--- src/include/gpc_cfg.svh ---
`ifndef GPC_CFG_SVH
`define GPC_CFG_SVH
// ==================================================
// port base addresses
`define GPC_BASE_A 32'h4800_0000
`define GPC_BASE_B 32'h4800_0400
`define GPC_BASE_C 32'h4800_0800
`define GPC_BASE_F 32'h4800_1400
// ==================================================
// register offsets inside a port block
`define GPC_OFF_MODE 10'h000
`define GPC_OFF_OTYPE 10'h004
`define GPC_OFF_SLEW 10'h008
`define GPC_OFF_PULL 10'h00c
`define GPC_OFF_ISTAT 10'h010
`define GPC_OFF_OCTL 10'h014
`define GPC_OFF_BOP 10'h018
`define GPC_OFF_LOCK 10'h01c
`define GPC_OFF_AF0 10'h020
`define GPC_OFF_AF1 10'h024
`define GPC_OFF_BC 10'h028
`define GPC_OFF_TG 10'h02c
// ==================================================
// reset values
`define GPC_RST_MODE_A 32'h2800_0000
`define GPC_RST_MODE 32'h0000_0000
`define GPC_RST_OTYPE 16'h0000
`define GPC_RST_ZERO32 32'h0000_0000
`define GPC_RST_ZERO16 16'h0000
// ==================================================
// field positions and codes
`define GPC_LOCK_KEY_BIT 16
`define GPC_MODE_IN 2'h0
`define GPC_MODE_OUT 2'h1
`define GPC_MODE_AF 2'h2
`define GPC_MODE_AN 2'h3
`define GPC_PULL_UP 2'h1
`define GPC_PULL_DN 2'h2
`define GPC_PORT_A 2'h0
`define GPC_PORT_B 2'h1
`define GPC_PORT_C 2'h2
`endif

--- src/include/gpc_pkg.sv ---
package gpc_pkg;
  // ==================================================
  // lock key sequence progress
  typedef enum logic [1:0] {
    GPC_LK_IDLE,
    GPC_LK_FIRST,
    GPC_LK_SECOND
  } gpc_lk_t;

  // ==================================================
  // whole state of the port
  typedef struct packed {
    logic [31:0] mode;
    logic [15:0] otype;
    logic [31:0] slew;
    logic [31:0] pull;
    logic [31:0] afsel0;
    logic [31:0] afsel1;
    logic [15:0] octl;
    logic [15:0] istat;
    logic [15:0] lock;
    logic lock_done;
    logic [15:0] lk_mask;
    gpc_lk_t lk_st;
    logic dp_valid;
    logic dp_write;
    logic [9:0] dp_off;
  } gpc_state_t;
endpackage : gpc_pkg

--- src/rtl/gpc_port.sv ---
// Overview of operation
// - open-drain output drives low, else high-Z
// - push-pull output drives the control bit
// - output mode: buffer on if push-pull, Schmitt on, pulls
// - output register reads last written value
// - input status reads pad level in output
// - analog: no pulls, no buffer, no Schmitt
// - analog pins read zero in input status
// - alternate function: peripheral drives the buffer
// - alternate function samples pad every cycle
// - alternate open-drain reads real pad level
// - alternate push-pull also reads real pad level
// - lock register freezes per-pin configuration
// - locked pins ignore configuration writes until reset
// - toggle write inverts outputs in one cycle
// - back-to-back toggles give half-rate square
// - two mode bits per pin, four modes
// - port A mode resets 0x28000000, others zero
// - mode at 0x00, output type at 0x04
// - four port blocks at fixed bases
// - output type 0 push-pull, 1 open-drain
// - set/clear writes change only chosen bits
`timescale 1ns/100ps
`default_nettype none
`include "gpc_cfg.svh"
module gpc_port
  import gpc_pkg::*;
#(
  parameter logic [1:0] PORT_ID = 2'h0
) (
  input wire logic core_clk,
  input wire logic srst,
  input wire logic hsel,
  input wire logic [31:0] haddr,
  input wire logic [1:0] htrans,
  input wire logic hwrite,
  input wire logic [2:0] hsize,
  input wire logic [31:0] hwdata,
  input wire logic hready,
  output logic hreadyout,
  output logic hresp,
  output logic [31:0] hrdata,
  input wire logic [15:0] pad_in,
  output logic [15:0] pad_out,
  output logic [15:0] pad_oe,
  output logic [15:0] schmitt_en,
  output logic [15:0] pull_up_en,
  output logic [15:0] pull_dn_en,
  output logic [31:0] slew_sel,
  output logic [31:0] af_sel_lo,
  output logic [31:0] af_sel_hi,
  input wire logic [15:0] af_out,
  input wire logic [15:0] af_oe
);

  // ==================================================
  // helpers
  // widen a per-pin mask to the two-bit fields
  function automatic logic [31:0] gpc_expand2(input logic [15:0] m);
    logic [31:0] r;
    r = 32'h0000_0000;
    for (int i = 0; i < 16; i++) begin
      r[2*i] = m[i];
      r[2*i+1] = m[i];
    end
    return r;
  endfunction : gpc_expand2

  // pins whose mode field holds a given code
  function automatic logic [15:0] gpc_mode_is(input logic [31:0] md, input logic [1:0] code);
    logic [15:0] r;
    r = 16'h0000;
    for (int i = 0; i < 16; i++) begin
      r[i] = (md[2*i +: 2] == code);
    end
    return r;
  endfunction : gpc_mode_is

  // keep locked fields, take written ones elsewhere
  function automatic logic [31:0] gpc_guard(input logic [31:0] old, input logic [31:0] wd,
                                            input logic [31:0] lk);
    return (old & lk) | (wd & ~lk);
  endfunction : gpc_guard

  // ==================================================
  // constants picked by port
  localparam logic [31:0] BASE = (PORT_ID == `GPC_PORT_A) ? `GPC_BASE_A :
                                 (PORT_ID == `GPC_PORT_B) ? `GPC_BASE_B :
                                 (PORT_ID == `GPC_PORT_C) ? `GPC_BASE_C : `GPC_BASE_F;
  localparam logic [31:0] MODE_RST = (PORT_ID == `GPC_PORT_A) ? `GPC_RST_MODE_A : `GPC_RST_MODE;

  gpc_state_t st;
  gpc_state_t next_st;
  logic [31:0] lk2;
  logic [15:0] is_out;
  logic [15:0] is_af;
  logic [15:0] is_an;
  logic addr_hit;
  logic [15:0] wd16;
  logic dp_wr;
  logic [15:0] wd_hi;
  logic [31:0] otype_guard;

  // ==================================================
  // decode of the current state
  assign lk2 = gpc_expand2(st.lock);
  assign is_out = gpc_mode_is(st.mode, `GPC_MODE_OUT);
  assign is_af = gpc_mode_is(st.mode, `GPC_MODE_AF);
  assign is_an = gpc_mode_is(st.mode, `GPC_MODE_AN);
  assign addr_hit = hsel && htrans[1] && hready && (haddr[31:10] == BASE[31:10]);
  assign wd16 = hwdata[15:0];
  // upper write half, the clear mask of a set/clear write
  assign wd_hi = hwdata[31:16];
  // output type is only 16 wide, guard it on a zero-padded word
  assign otype_guard = gpc_guard({16'h0000, st.otype}, {16'h0000, wd16}, {16'h0000, st.lock});
  assign dp_wr = st.dp_valid && st.dp_write;

  // ==================================================
  // next state
  always_comb begin
    next_st = st;
    // address phase capture
    next_st.dp_valid = addr_hit;
    next_st.dp_write = hwrite;
    next_st.dp_off = haddr[9:0];
    // pad sampling each cycle, analog pins forced low
    next_st.istat = pad_in & ~is_an;
    if (dp_wr) begin
      case (st.dp_off)
        `GPC_OFF_MODE: next_st.mode = gpc_guard(st.mode, hwdata, lk2);
        `GPC_OFF_OTYPE: next_st.otype = otype_guard[15:0];
        `GPC_OFF_SLEW: next_st.slew = gpc_guard(st.slew, hwdata, lk2);
        `GPC_OFF_PULL: next_st.pull = gpc_guard(st.pull, hwdata, lk2);
        `GPC_OFF_AF0: next_st.afsel0 = gpc_guard(st.afsel0, hwdata,
                                                 {{4{st.lock[7]}}, {4{st.lock[6]}}, {4{st.lock[5]}},
                                                  {4{st.lock[4]}}, {4{st.lock[3]}}, {4{st.lock[2]}},
                                                  {4{st.lock[1]}}, {4{st.lock[0]}}});
        `GPC_OFF_AF1: next_st.afsel1 = gpc_guard(st.afsel1, hwdata,
                                                 {{4{st.lock[15]}}, {4{st.lock[14]}}, {4{st.lock[13]}},
                                                  {4{st.lock[12]}}, {4{st.lock[11]}}, {4{st.lock[10]}},
                                                  {4{st.lock[9]}}, {4{st.lock[8]}}});
        `GPC_OFF_OCTL: next_st.octl = wd16;
        // set in low half wins over clear in high half
        `GPC_OFF_BOP: next_st.octl = (st.octl & ~wd_hi) | wd16;
        `GPC_OFF_BC: next_st.octl = st.octl & ~wd16;
        `GPC_OFF_TG: next_st.octl = st.octl ^ wd16;
        `GPC_OFF_LOCK: begin
          // key written 1, 0, 1 with the same mask commits
          case (st.lk_st)
            GPC_LK_IDLE: begin
              next_st.lk_mask = wd16;
              next_st.lk_st = hwdata[`GPC_LOCK_KEY_BIT] ? GPC_LK_FIRST : GPC_LK_IDLE;
            end
            GPC_LK_FIRST: begin
              next_st.lk_st = (!hwdata[`GPC_LOCK_KEY_BIT] && wd16 == st.lk_mask) ?
                              GPC_LK_SECOND : GPC_LK_IDLE;
            end
            GPC_LK_SECOND: begin
              next_st.lk_st = GPC_LK_IDLE;
              if (hwdata[`GPC_LOCK_KEY_BIT] && wd16 == st.lk_mask && !st.lock_done) begin
                next_st.lock = st.lk_mask;
                next_st.lock_done = 1'b1;
              end
            end
            default: next_st.lk_st = GPC_LK_IDLE;
          endcase
        end
        default: next_st.octl = st.octl;
      endcase
    end
    // lock stays until reset
    if (srst) begin
      next_st.mode = MODE_RST;
      next_st.otype = `GPC_RST_OTYPE;
      next_st.slew = `GPC_RST_ZERO32;
      next_st.pull = `GPC_RST_ZERO32;
      next_st.afsel0 = `GPC_RST_ZERO32;
      next_st.afsel1 = `GPC_RST_ZERO32;
      next_st.octl = `GPC_RST_ZERO16;
      next_st.istat = `GPC_RST_ZERO16;
      next_st.lock = `GPC_RST_ZERO16;
      next_st.lock_done = 1'b0;
      next_st.lk_mask = `GPC_RST_ZERO16;
      next_st.lk_st = GPC_LK_IDLE;
      next_st.dp_valid = 1'b0;
      next_st.dp_write = 1'b0;
      next_st.dp_off = 10'h000;
    end
  end

  // ==================================================
  // state register
  always_ff @(posedge core_clk) begin
    st <= next_st;
  end

  // ==================================================
  // bus answer: zero wait, always okay
  assign hreadyout = 1'b1;
  assign hresp = 1'b0;

  // read mux, unmapped offsets read zero
  always_comb begin
    hrdata = 32'h0000_0000;
    if (st.dp_valid && !st.dp_write) begin
      case (st.dp_off)
        `GPC_OFF_MODE: hrdata = st.mode;
        `GPC_OFF_OTYPE: hrdata = {16'h0000, st.otype};
        `GPC_OFF_SLEW: hrdata = st.slew;
        `GPC_OFF_PULL: hrdata = st.pull;
        `GPC_OFF_ISTAT: hrdata = {16'h0000, st.istat};
        `GPC_OFF_OCTL: hrdata = {16'h0000, st.octl};
        `GPC_OFF_LOCK: hrdata = {15'h0000, st.lock_done, st.lock};
        `GPC_OFF_AF0: hrdata = st.afsel0;
        `GPC_OFF_AF1: hrdata = st.afsel1;
        default: hrdata = 32'h0000_0000;
      endcase
    end
  end

  // ==================================================
  // pad control per pin
  always_comb begin
    pad_out = 16'h0000;
    pad_oe = 16'h0000;
    schmitt_en = 16'h0000;
    pull_up_en = 16'h0000;
    pull_dn_en = 16'h0000;
    for (int i = 0; i < 16; i++) begin
      schmitt_en[i] = !is_an[i];
      pull_up_en[i] = !is_an[i] && (st.pull[2*i +: 2] == `GPC_PULL_UP);
      pull_dn_en[i] = !is_an[i] && (st.pull[2*i +: 2] == `GPC_PULL_DN);
      if (is_out[i]) begin
        // open-drain only ever pulls low
        pad_out[i] = st.otype[i] ? 1'b0 : st.octl[i];
        pad_oe[i] = st.otype[i] ? !st.octl[i] : 1'b1;
      end else if (is_af[i]) begin
        pad_out[i] = st.otype[i] ? 1'b0 : af_out[i];
        pad_oe[i] = af_oe[i] && (st.otype[i] ? !af_out[i] : 1'b1);
      end
    end
  end

  assign slew_sel = st.slew;
  assign af_sel_lo = st.afsel0;
  assign af_sel_hi = st.afsel1;

  // ==================================================
  // checks
  AST_OD_RELEASE: assert property (@(posedge core_clk) disable iff (srst)
    ((is_out & st.otype & ((pad_oe ^ ~st.octl) | pad_out)) == 16'h0000))
    else $error("open-drain output drive wrong");
  AST_PP_DRIVE: assert property (@(posedge core_clk) disable iff (srst)
    ((is_out & ~st.otype & (~pad_oe | (pad_out ^ st.octl))) == 16'h0000))
    else $error("push-pull output drive wrong");
  AST_OUT_BUF_ON: assert property (@(posedge core_clk) disable iff (srst)
    ((is_out & ((~st.otype & ~pad_oe) | ~schmitt_en)) == 16'h0000))
    else $error("output pin lost buffer or trigger");
  AST_OUT_PULL_SEL: assert property (@(posedge core_clk) disable iff (srst)
    (is_out[0] && st.pull[1:0] == `GPC_PULL_UP) |-> pull_up_en[0])
    else $error("output pin pull-up not selectable");
  AST_INPUT_NO_DRIVE: assert property (@(posedge core_clk) disable iff (srst)
    ((pad_oe & ~is_out & ~is_af) == 16'h0000))
    else $error("input or analog pin driven");
  AST_ANALOG_OFF: assert property (@(posedge core_clk) disable iff (srst)
    ((is_an & (pad_oe | schmitt_en | pull_up_en | pull_dn_en)) == 16'h0000))
    else $error("analog pin still has buffer, pull or trigger");
  AST_ANALOG_ZERO: assert property (@(posedge core_clk) disable iff (srst)
    ##1 ((st.istat & $past(is_an)) == 16'h0000))
    else $error("analog pin reads nonzero status");
  AST_AF_DRIVE: assert property (@(posedge core_clk) disable iff (srst)
    ((is_af & ~st.otype & af_oe & (~pad_oe | (pad_out ^ af_out))) == 16'h0000))
    else $error("alternate push-pull not driven by peripheral");
  AST_AF_OD: assert property (@(posedge core_clk) disable iff (srst)
    ((is_af & st.otype & (pad_out | (pad_oe ^ (af_oe & ~af_out)))) == 16'h0000))
    else $error("alternate open-drain drive wrong");
  AST_AF_SCHMITT: assert property (@(posedge core_clk) disable iff (srst)
    ((is_af & ~schmitt_en) == 16'h0000))
    else $error("alternate pin trigger off");

  // ==================================================
  // register checks
  AST_SAMPLE_PAD: assert property (@(posedge core_clk) disable iff (srst)
    !srst |=> (((st.istat ^ $past(pad_in)) & ($past(is_out) | $past(is_af))) == 16'h0000))
    else $error("pad level not sampled");
  AST_READ_ISTAT: assert property (@(posedge core_clk) disable iff (srst)
    (st.dp_valid && !st.dp_write && st.dp_off == `GPC_OFF_ISTAT) |-> (hrdata == {16'h0000, st.istat}))
    else $error("input status read wrong");
  AST_OCTL_WRITE: assert property (@(posedge core_clk) disable iff (srst)
    (!srst && dp_wr && st.dp_off == `GPC_OFF_OCTL) |=> (st.octl == $past(wd16)))
    else $error("output level write lost");
  AST_READ_OCTL: assert property (@(posedge core_clk) disable iff (srst)
    (st.dp_valid && !st.dp_write && st.dp_off == `GPC_OFF_OCTL) |-> (hrdata == {16'h0000, st.octl}))
    else $error("output level read wrong");
  AST_OTYPE_READ: assert property (@(posedge core_clk) disable iff (srst)
    (st.dp_valid && !st.dp_write && st.dp_off == `GPC_OFF_OTYPE) |-> (hrdata == {16'h0000, st.otype}))
    else $error("output type read wrong");
  AST_MODE_WRITE: assert property (@(posedge core_clk) disable iff (srst)
    (!srst && dp_wr && st.dp_off == `GPC_OFF_MODE && st.lock == 16'h0000) |=> (st.mode == $past(hwdata)))
    else $error("mode write lost");
  AST_ADDR_DECODE: assert property (@(posedge core_clk) disable iff (srst)
    (hsel && htrans[1] && hready && haddr[31:10] != BASE[31:10]) |=> !st.dp_valid)
    else $error("foreign address taken");
  AST_BUS_ANSWER: assert property (@(posedge core_clk) disable iff (srst)
    (hreadyout && !hresp))
    else $error("bus answer not zero-wait okay");
  AST_TOGGLE: assert property (@(posedge core_clk) disable iff (srst)
    (!srst && dp_wr && st.dp_off == `GPC_OFF_TG) |=> (st.octl == ($past(st.octl) ^ $past(wd16))))
    else $error("toggle write gave wrong output");
  AST_BOP: assert property (@(posedge core_clk) disable iff (srst)
    (!srst && dp_wr && st.dp_off == `GPC_OFF_BOP) |=> (st.octl == (($past(st.octl) & ~$past(wd_hi)) | $past(wd16))))
    else $error("set/clear write gave wrong output");
  AST_BC: assert property (@(posedge core_clk) disable iff (srst)
    (!srst && dp_wr && st.dp_off == `GPC_OFF_BC) |=> (st.octl == ($past(st.octl) & ~$past(wd16))))
    else $error("clear write gave wrong output");

  // ==================================================
  // lock checks
  AST_LOCK_READ: assert property (@(posedge core_clk) disable iff (srst)
    (st.dp_valid && !st.dp_write && st.dp_off == `GPC_OFF_LOCK) |-> (hrdata[16:0] == {st.lock_done, st.lock}))
    else $error("lock read wrong");
  AST_LOCK_COMMIT: assert property (@(posedge core_clk) disable iff (srst)
    (!srst && dp_wr && st.dp_off == `GPC_OFF_LOCK && st.lk_st == GPC_LK_SECOND && hwdata[`GPC_LOCK_KEY_BIT]
     && wd16 == st.lk_mask && !st.lock_done) |=> (st.lock_done && st.lock == $past(st.lk_mask)))
    else $error("lock key sequence did not commit");
  AST_LOCK_HOLD: assert property (@(posedge core_clk) disable iff (srst)
    !srst |=> ((st.mode & $past(lk2)) == ($past(st.mode) & $past(lk2))))
    else $error("locked mode field changed");
  AST_LOCK_OTYPE: assert property (@(posedge core_clk) disable iff (srst)
    !srst |=> ((st.otype & $past(st.lock)) == ($past(st.otype) & $past(st.lock))))
    else $error("locked output type changed");
  AST_LOCK_FIELDS: assert property (@(posedge core_clk) disable iff (srst)
    !srst |=> ((((st.slew ^ $past(st.slew)) | (st.pull ^ $past(st.pull))) & $past(lk2)) == 32'h0000_0000))
    else $error("locked speed or pull field changed");
  AST_LOCK_STICKY: assert property (@(posedge core_clk) disable iff (srst)
    (st.lock_done && !srst) |=> (st.lock_done && $stable(st.lock)))
    else $error("lock released before reset");
  AST_MODE_RESET: assert property (@(posedge core_clk) disable iff (srst)
    $past(srst) |-> (st.mode == MODE_RST && st.otype == 16'h0000))
    else $error("mode or output type reset value wrong");

endmodule : gpc_port
`default_nettype wire
--- config.mk ---
export PLATFORM = sky130hd
export DESIGN_NAME = gpc_port
export DESIGN_NICKNAME = d
export VERILOG_FILES = /design/src/include/gpc_pkg.sv /design/src/rtl/gpc_port.sv
export VERILOG_INCLUDE_DIRS = /design/src /design/src/include
export SDC_FILE = /design/constraint.sdc
export NUM_CORES = 1
export LEC_CHECK = 0
export ABC_AREA = 1
export BUFFER_PORTS_ARGS = -buffer_cell sky130_fd_sc_hd__buf_2
export CAP_MARGIN = 5
export CORE_MARGIN = 2
export CORE_UTILIZATION = 42
export CTS_CLUSTER_SIZE = 28
export DETAILED_ROUTE_END_ITERATION = 16
export GPL_ROUTABILITY_DRIVEN = 0
export PLACE_DENSITY = 0.65
export SYNTH_ARGS = -nofsm -noshare
export SYNTH_HDL_FRONTEND = slang
export SYNTH_SLANG_ARGS = --single-unit
--- constraint.sdc ---
create_clock -name core_clk -period 4.9 [get_ports core_clk]
set_input_delay 0.245 -clock core_clk [delete_from_list [all_inputs] [get_ports core_clk]]
set_output_delay 0.245 -clock core_clk [all_outputs]
set_load 0.02 [all_outputs]
# ---- After elaboration in Yosys (flattened, before gate mapping)
# Index checks and enable logic that the tools add are counted.
dict set report totals {
  elab_cells 392
  in_bits 122
  register_bits 255
}
dict set report op_classes {
  bitwise_logic 28
  n_reduce_logical 120
  eq_ne 95
  n_mux 134
}
# operator count
set ops {}
lappend ops {{case mux 32 bit (9 select lines)} 1}
lappend ops {{bitwise AND 32 bit} 8}
lappend ops {{bitwise OR 32 bit} 5}
lappend ops {{2-to-1 mux 1 bit} 129}
lappend ops {{equality test 2 bit, second input constant} 49}
lappend ops {{NOT 32 bit} 3}
lappend ops {{bitwise AND 16 bit} 5}
lappend ops {{equality test 2 x 1 -> 1 bit, second input constant} 33}
lappend ops {{NOT 16 bit} 4}
lappend ops {{case mux 16 bit (4 select lines)} 1}
lappend ops {{logical AND 1 bit} 56}
lappend ops {{zero test 1 bit} 51}
lappend ops {{equality test 10 x 5 -> 1 bit, second input constant} 4}
lappend ops {{equality test 10 x 6 -> 1 bit, second input constant} 4}
lappend ops {{2-to-1 mux 32 bit} 1}
lappend ops {{bitwise OR 16 bit} 2}
lappend ops {{equality test 22 x 21 -> 1 bit, second input constant} 1}
lappend ops {{equality test 10 x 4 -> 1 bit, second input constant} 2}
lappend ops {{equality test 16 bit} 1}
lappend ops {{AND reduction 2 bit} 8}
lappend ops {{bitwise XOR 16 bit} 1}
lappend ops {{equality test 10 x 3 -> 1 bit, second input constant} 1}
lappend ops {{zero test 10 bit} 1}
lappend ops {{case mux 2 bit (2 select lines)} 1}
lappend ops {{5 further kinds} 5}

# ---- Depth between registers and ports, before layout
dict set report depth {
  word_depth 5
  ltp_mapped 12
}

# ---- Worst setup path before layout
# OpenSTA, ideal clock, no wires.
dict set report synth_timing {
  path_kind {register to output}
  start {reg st[9] in the netlist's numbering}
  end {out hrdata[11]}
  path_stages_with_launch 9
  arrival_time_ns 1.654
  path_buffers 1
  path_slack_ns 3.001
  path_cell_list {dfxtp_1 > nor2_4 > nand4_1 > nor2_1 > buf_4 > nand2_1 > nand3_1 > nor2_1 > a21oi_1}
}
dict set report synth_between {
  elab_chain_cells 3
  elab_cells_between_ends 11
  classes_between {8 x eq/ne; 2 x mux; 1 x reduce/logical}
}
# element line
set synth_rtl {}
lappend synth_rtl {{from (decl)} gpc_port.sv:92} ;# gpc_state_t st;
lappend synth_rtl {{from (signal assigned)} gpc_port.sv:194} ;# st <= next_st;
lappend synth_rtl {{equality test 10 x 6 -> 1 bit (tied with other cells)} gpc_port.sv:206} ;# case (st.dp_off)
lappend synth_rtl {{case mux 32 bit (9 select lines) (*)} gpc_port.sv:206}
lappend synth_rtl {{2-to-1 mux 32 bit (*)} gpc_port.sv:205} ;# if (st.dp_valid && !st.dp_write) begin
lappend synth_rtl {{to (decl)} gpc_port.sv:42} ;# output logic [31:0] hrdata,
# Mark *: on every way between the ends. The rest lies on a longest branch, timed or not.

# ---- Final worst setup path
dict set report layout_timing {
  start {reg st[1] in the netlist's numbering}
  end {out hrdata[10]}
}
# The elaborated chain is that of the path after synthesis.

==> run summary <==
Status: finished, final reports clean
TritonCTS clock tree: yes
Drt wl/cell: 20.28 µm
Final-report setup violation count: 0
WP data required: 4.66 ns
Synth-to-Final Area Change: 17.78%
Site Rows: 66
Syn_area_per_cell: 6.529 µm²
PwrDens: 282.5 nW/µm²
Worst Setup Start Kind: register
Worst Setup SP: st[1]
Dpl hpwl: 41130 µm
Netlist Area Pre-Place: 13930 µm²
Pre-CTS setup slack: 2.156 ns
Initial antenna violation count: 1
PnR worst setup slack: 1.435 ns
Clk root buf: clkbuf_16
Sw Share: 23.87%
Clk sinks: 255
Post-Route WL: 57140 µm
Seq/Total Area, Yosys: 36.66%
Setup crit end kind: output port
Setup TNS: 0 ns
Initial Util: 42.69%
Largest net degree at the start of global routing: 94
Reg clk slew, reported paths: 0.06 ns
Min-delay src: hwdata[16]
Clock Latency Late Sink: 0.56 ns
Vias in the first global route: 13.52k
Max H-tree Level: 1
Max Buffers Root-to-Sink: 3
Total GRT Usage: 31.77%
Fin. Hold Viols: 0
Tmin final: 3.465 ns
Clock Power Share: 49.0%
Hold crit path type: in -> reg
Final slew viol count: 0
Final period utilization: 70.72%
Crit Path Category: reg -> out
CTS-repair resized insts: 0
Height of the die: 186.1 µm
Pleak: 0.007343 µW
Net Sw Power: 1106 µW
Yosys cell types: 35
DR vias: 15.34k
Slew Limit Headroom: 18.62%
Worst VDD drop: 0.2600 mV
Total design power: 4634 µW
CTS Buf Count: 28
IO buf count: 325
Pre-antenna DRT Iters: 7
Layout Nets: 2492
CP max FO: 16
ANT nets after route: 0
Share of layout cells above drive strength 1: 18.11%
Internal power: 3528 µW
RSZ-0062 raised after global routing: false
Clk_skew: 0.02273 ns
Hold slack: 0.006572 ns
Via density per instance: 5.445
Post-Syn Nets: 2271
Commonest cells after routing, fill and taps aside: 479 x nand2_1, 325 x buf_2, 255 x inv_1, 255 x dfxtp_1, 222 x nor2_1
First DRT Iteration DRCs: 1536
Worst Max-Slew Pin Slew: 1.219 ns
Synth warnings: 0
Die width: 186.1 µm
Drt drc: 0
Logic pwr share: 5.9%
Total global routing overflow: 0
Number of I/O pins: 332
Total of max-cap violations: 0
Syn Inst Count: 2133
CORE AREA: 32620 µm²
Seq pwr share: 45.1%
Seq cells post-synth: 255
First-pass GRT wire length: 81970 µm
Max Freq: 0.2886 GHz
Reg2reg start: st[9]
Commonest non-fill, non-tap cell in the layout: nand2_1
Die ar.: 34630 µm²
Worst EP arrival: 3.22 ns
-- per-stage QoR --
| stage | instance area [µm²] | cells | util [%] |
|---|---|---|---|
| 5_1_grt | 16400 | 2817 | 50.28 |
| 3_5_place_dp | 15140 | 2738 | 46.41 |
| 3_3_place_gp | 15140 | 2738 | 46.41 |
| 6_report | 16400 | 2818 | 50.28 |
| 4_1_cts | 16390 | 2816 | 50.25 |
| 2_1_floorplan | 13930 | 2133 | - |
-- final timing paths --
path	to	slack, ns	depth (start not counted)
worst max-delay path	hrdata[10]	1.43	10
worst min-delay path	st[12]	0.007	3
worst min register to register	register	0.47	2
worst max register to register	register	2.10	8
-- what timing repair did --
action | in CTS | in global routing
hold buffers | 27 | 1
hold endpoints to repair | 25 | 1
setup buffers | 0 | 0
-- cell type report --
cell class                      count  area (µm²)
Fill cell                        3312       16220
Multi-Input combinational cell   1435        6740
Sequential cell                   255        5105
Timing Repair Buffer              365        2009
Inverter                          269        1012
Clock buffer                       41       850.8
Tap cell                          442       553.0
Clock inverter                     10       128.9
Antenna cell                        1       2.502
-- per-layer routing --
| metal | vias up | routed length, µm | part of all wire (%) | global-route usage [%] |
|---|---|---|---|---|
| li1 | 7254 | - | - | - |
| met1 | 6989 | 22780 | 40 | 41.34 |
| met2 | 928 | 25430 | 44 | 51.06 |
| met3 | 172 | 5863 | 10 | 5.009 |
| met4 | 0 | 3069 | 5.4 | 15.91 |
| met5 | - | 0 | 0 | 0 |
-- kinds of logic (layout without fill, tap and decap cells) --
family                     Yosys count  count (layout)  share of synthesized area, %
adders and majority gates           16              16                         1.438
other                                2               3                       0.05393
AOI/OAI and AO/OA                  470             470                         17.79
DFF                                255             255                         36.66
and+or+nand+nor                    943             943                         28.80
buffers and inverters              443             685                         15.01
xor gates and xnor gates             4               4                        0.2515
-- synthesized netlist by cell type --
master | n | area share [%]
buf_6 | 1 | 0.081
o22ai_1 | 20 | 0.90
clkinv_1 | 4 | 0.11
nand3_2 | 2 | 0.14
nor2_1 | 224 | 6.0
nand4_1 | 2 | 0.090
nor3_1 | 72 | 2.6
nand2_2 | 7 | 0.31
nor2_4 | 10 | 0.81
conb_1 | 2 | 0.054
inv_2 | 10 | 0.27
nand4_4 | 2 | 0.31
nand3_4 | 1 | 0.13
nor2_2 | 7 | 0.31
nand3_1 | 124 | 4.5
nand3b_1 | 1 | 0.054
o221ai_1 | 1 | 0.063
nand2_4 | 2 | 0.16
nand3b_2 | 1 | 0.081
and3_1 | 3 | 0.13
o21ai_0 | 184 | 6.6
o21ai_1 | 12 | 0.43
xor2_1 | 4 | 0.25
buf_1 | 1 | 0.027
o21ai_2 | 1 | 0.063
ha_1 | 16 | 1.4
a21oi_1 | 215 | 7.7
clkbuf_1 | 42 | 1.1
inv_1 | 255 | 6.9
buf_4 | 103 | 5.6
o211ai_1 | 37 | 2.0
dfxtp_1 | 255 | 37
nand2_1 | 479 | 13
buf_2 | 27 | 0.97
nor4_1 | 6 | 0.27
-- power by group through the flow --
| stage | Clock (µW) | Sequential, µW | Combinational [µW] |
|---|---|---|---|
| 2_1_floorplan | 0 | 2130 | 126 |
| 3_3_place_gp | 0 | 2140 | 246 |
| 3_5_place_dp | 0 | 2140 | 249 |
| 4_1_cts | 2270 | 2090 | 267 |
| 5_1_grt | 2350 | 2090 | 294 |
| 6_report | 2270 | 2090 | 274 |
-- critical path, cell delays in order, from the launching register on --
cell	delay [ns]
dfxtp_1	0.31
nor2_1	0.18
nand3_1	0.14
inv_1	0.16
nand2_2	0.12
inv_1	0.78
nand2_1	0.13
nand3_1	0.26
nor2_1	0.08
a21oi_1	0.27
buf_2	0.23
Power figures use the tool's default switching activity.
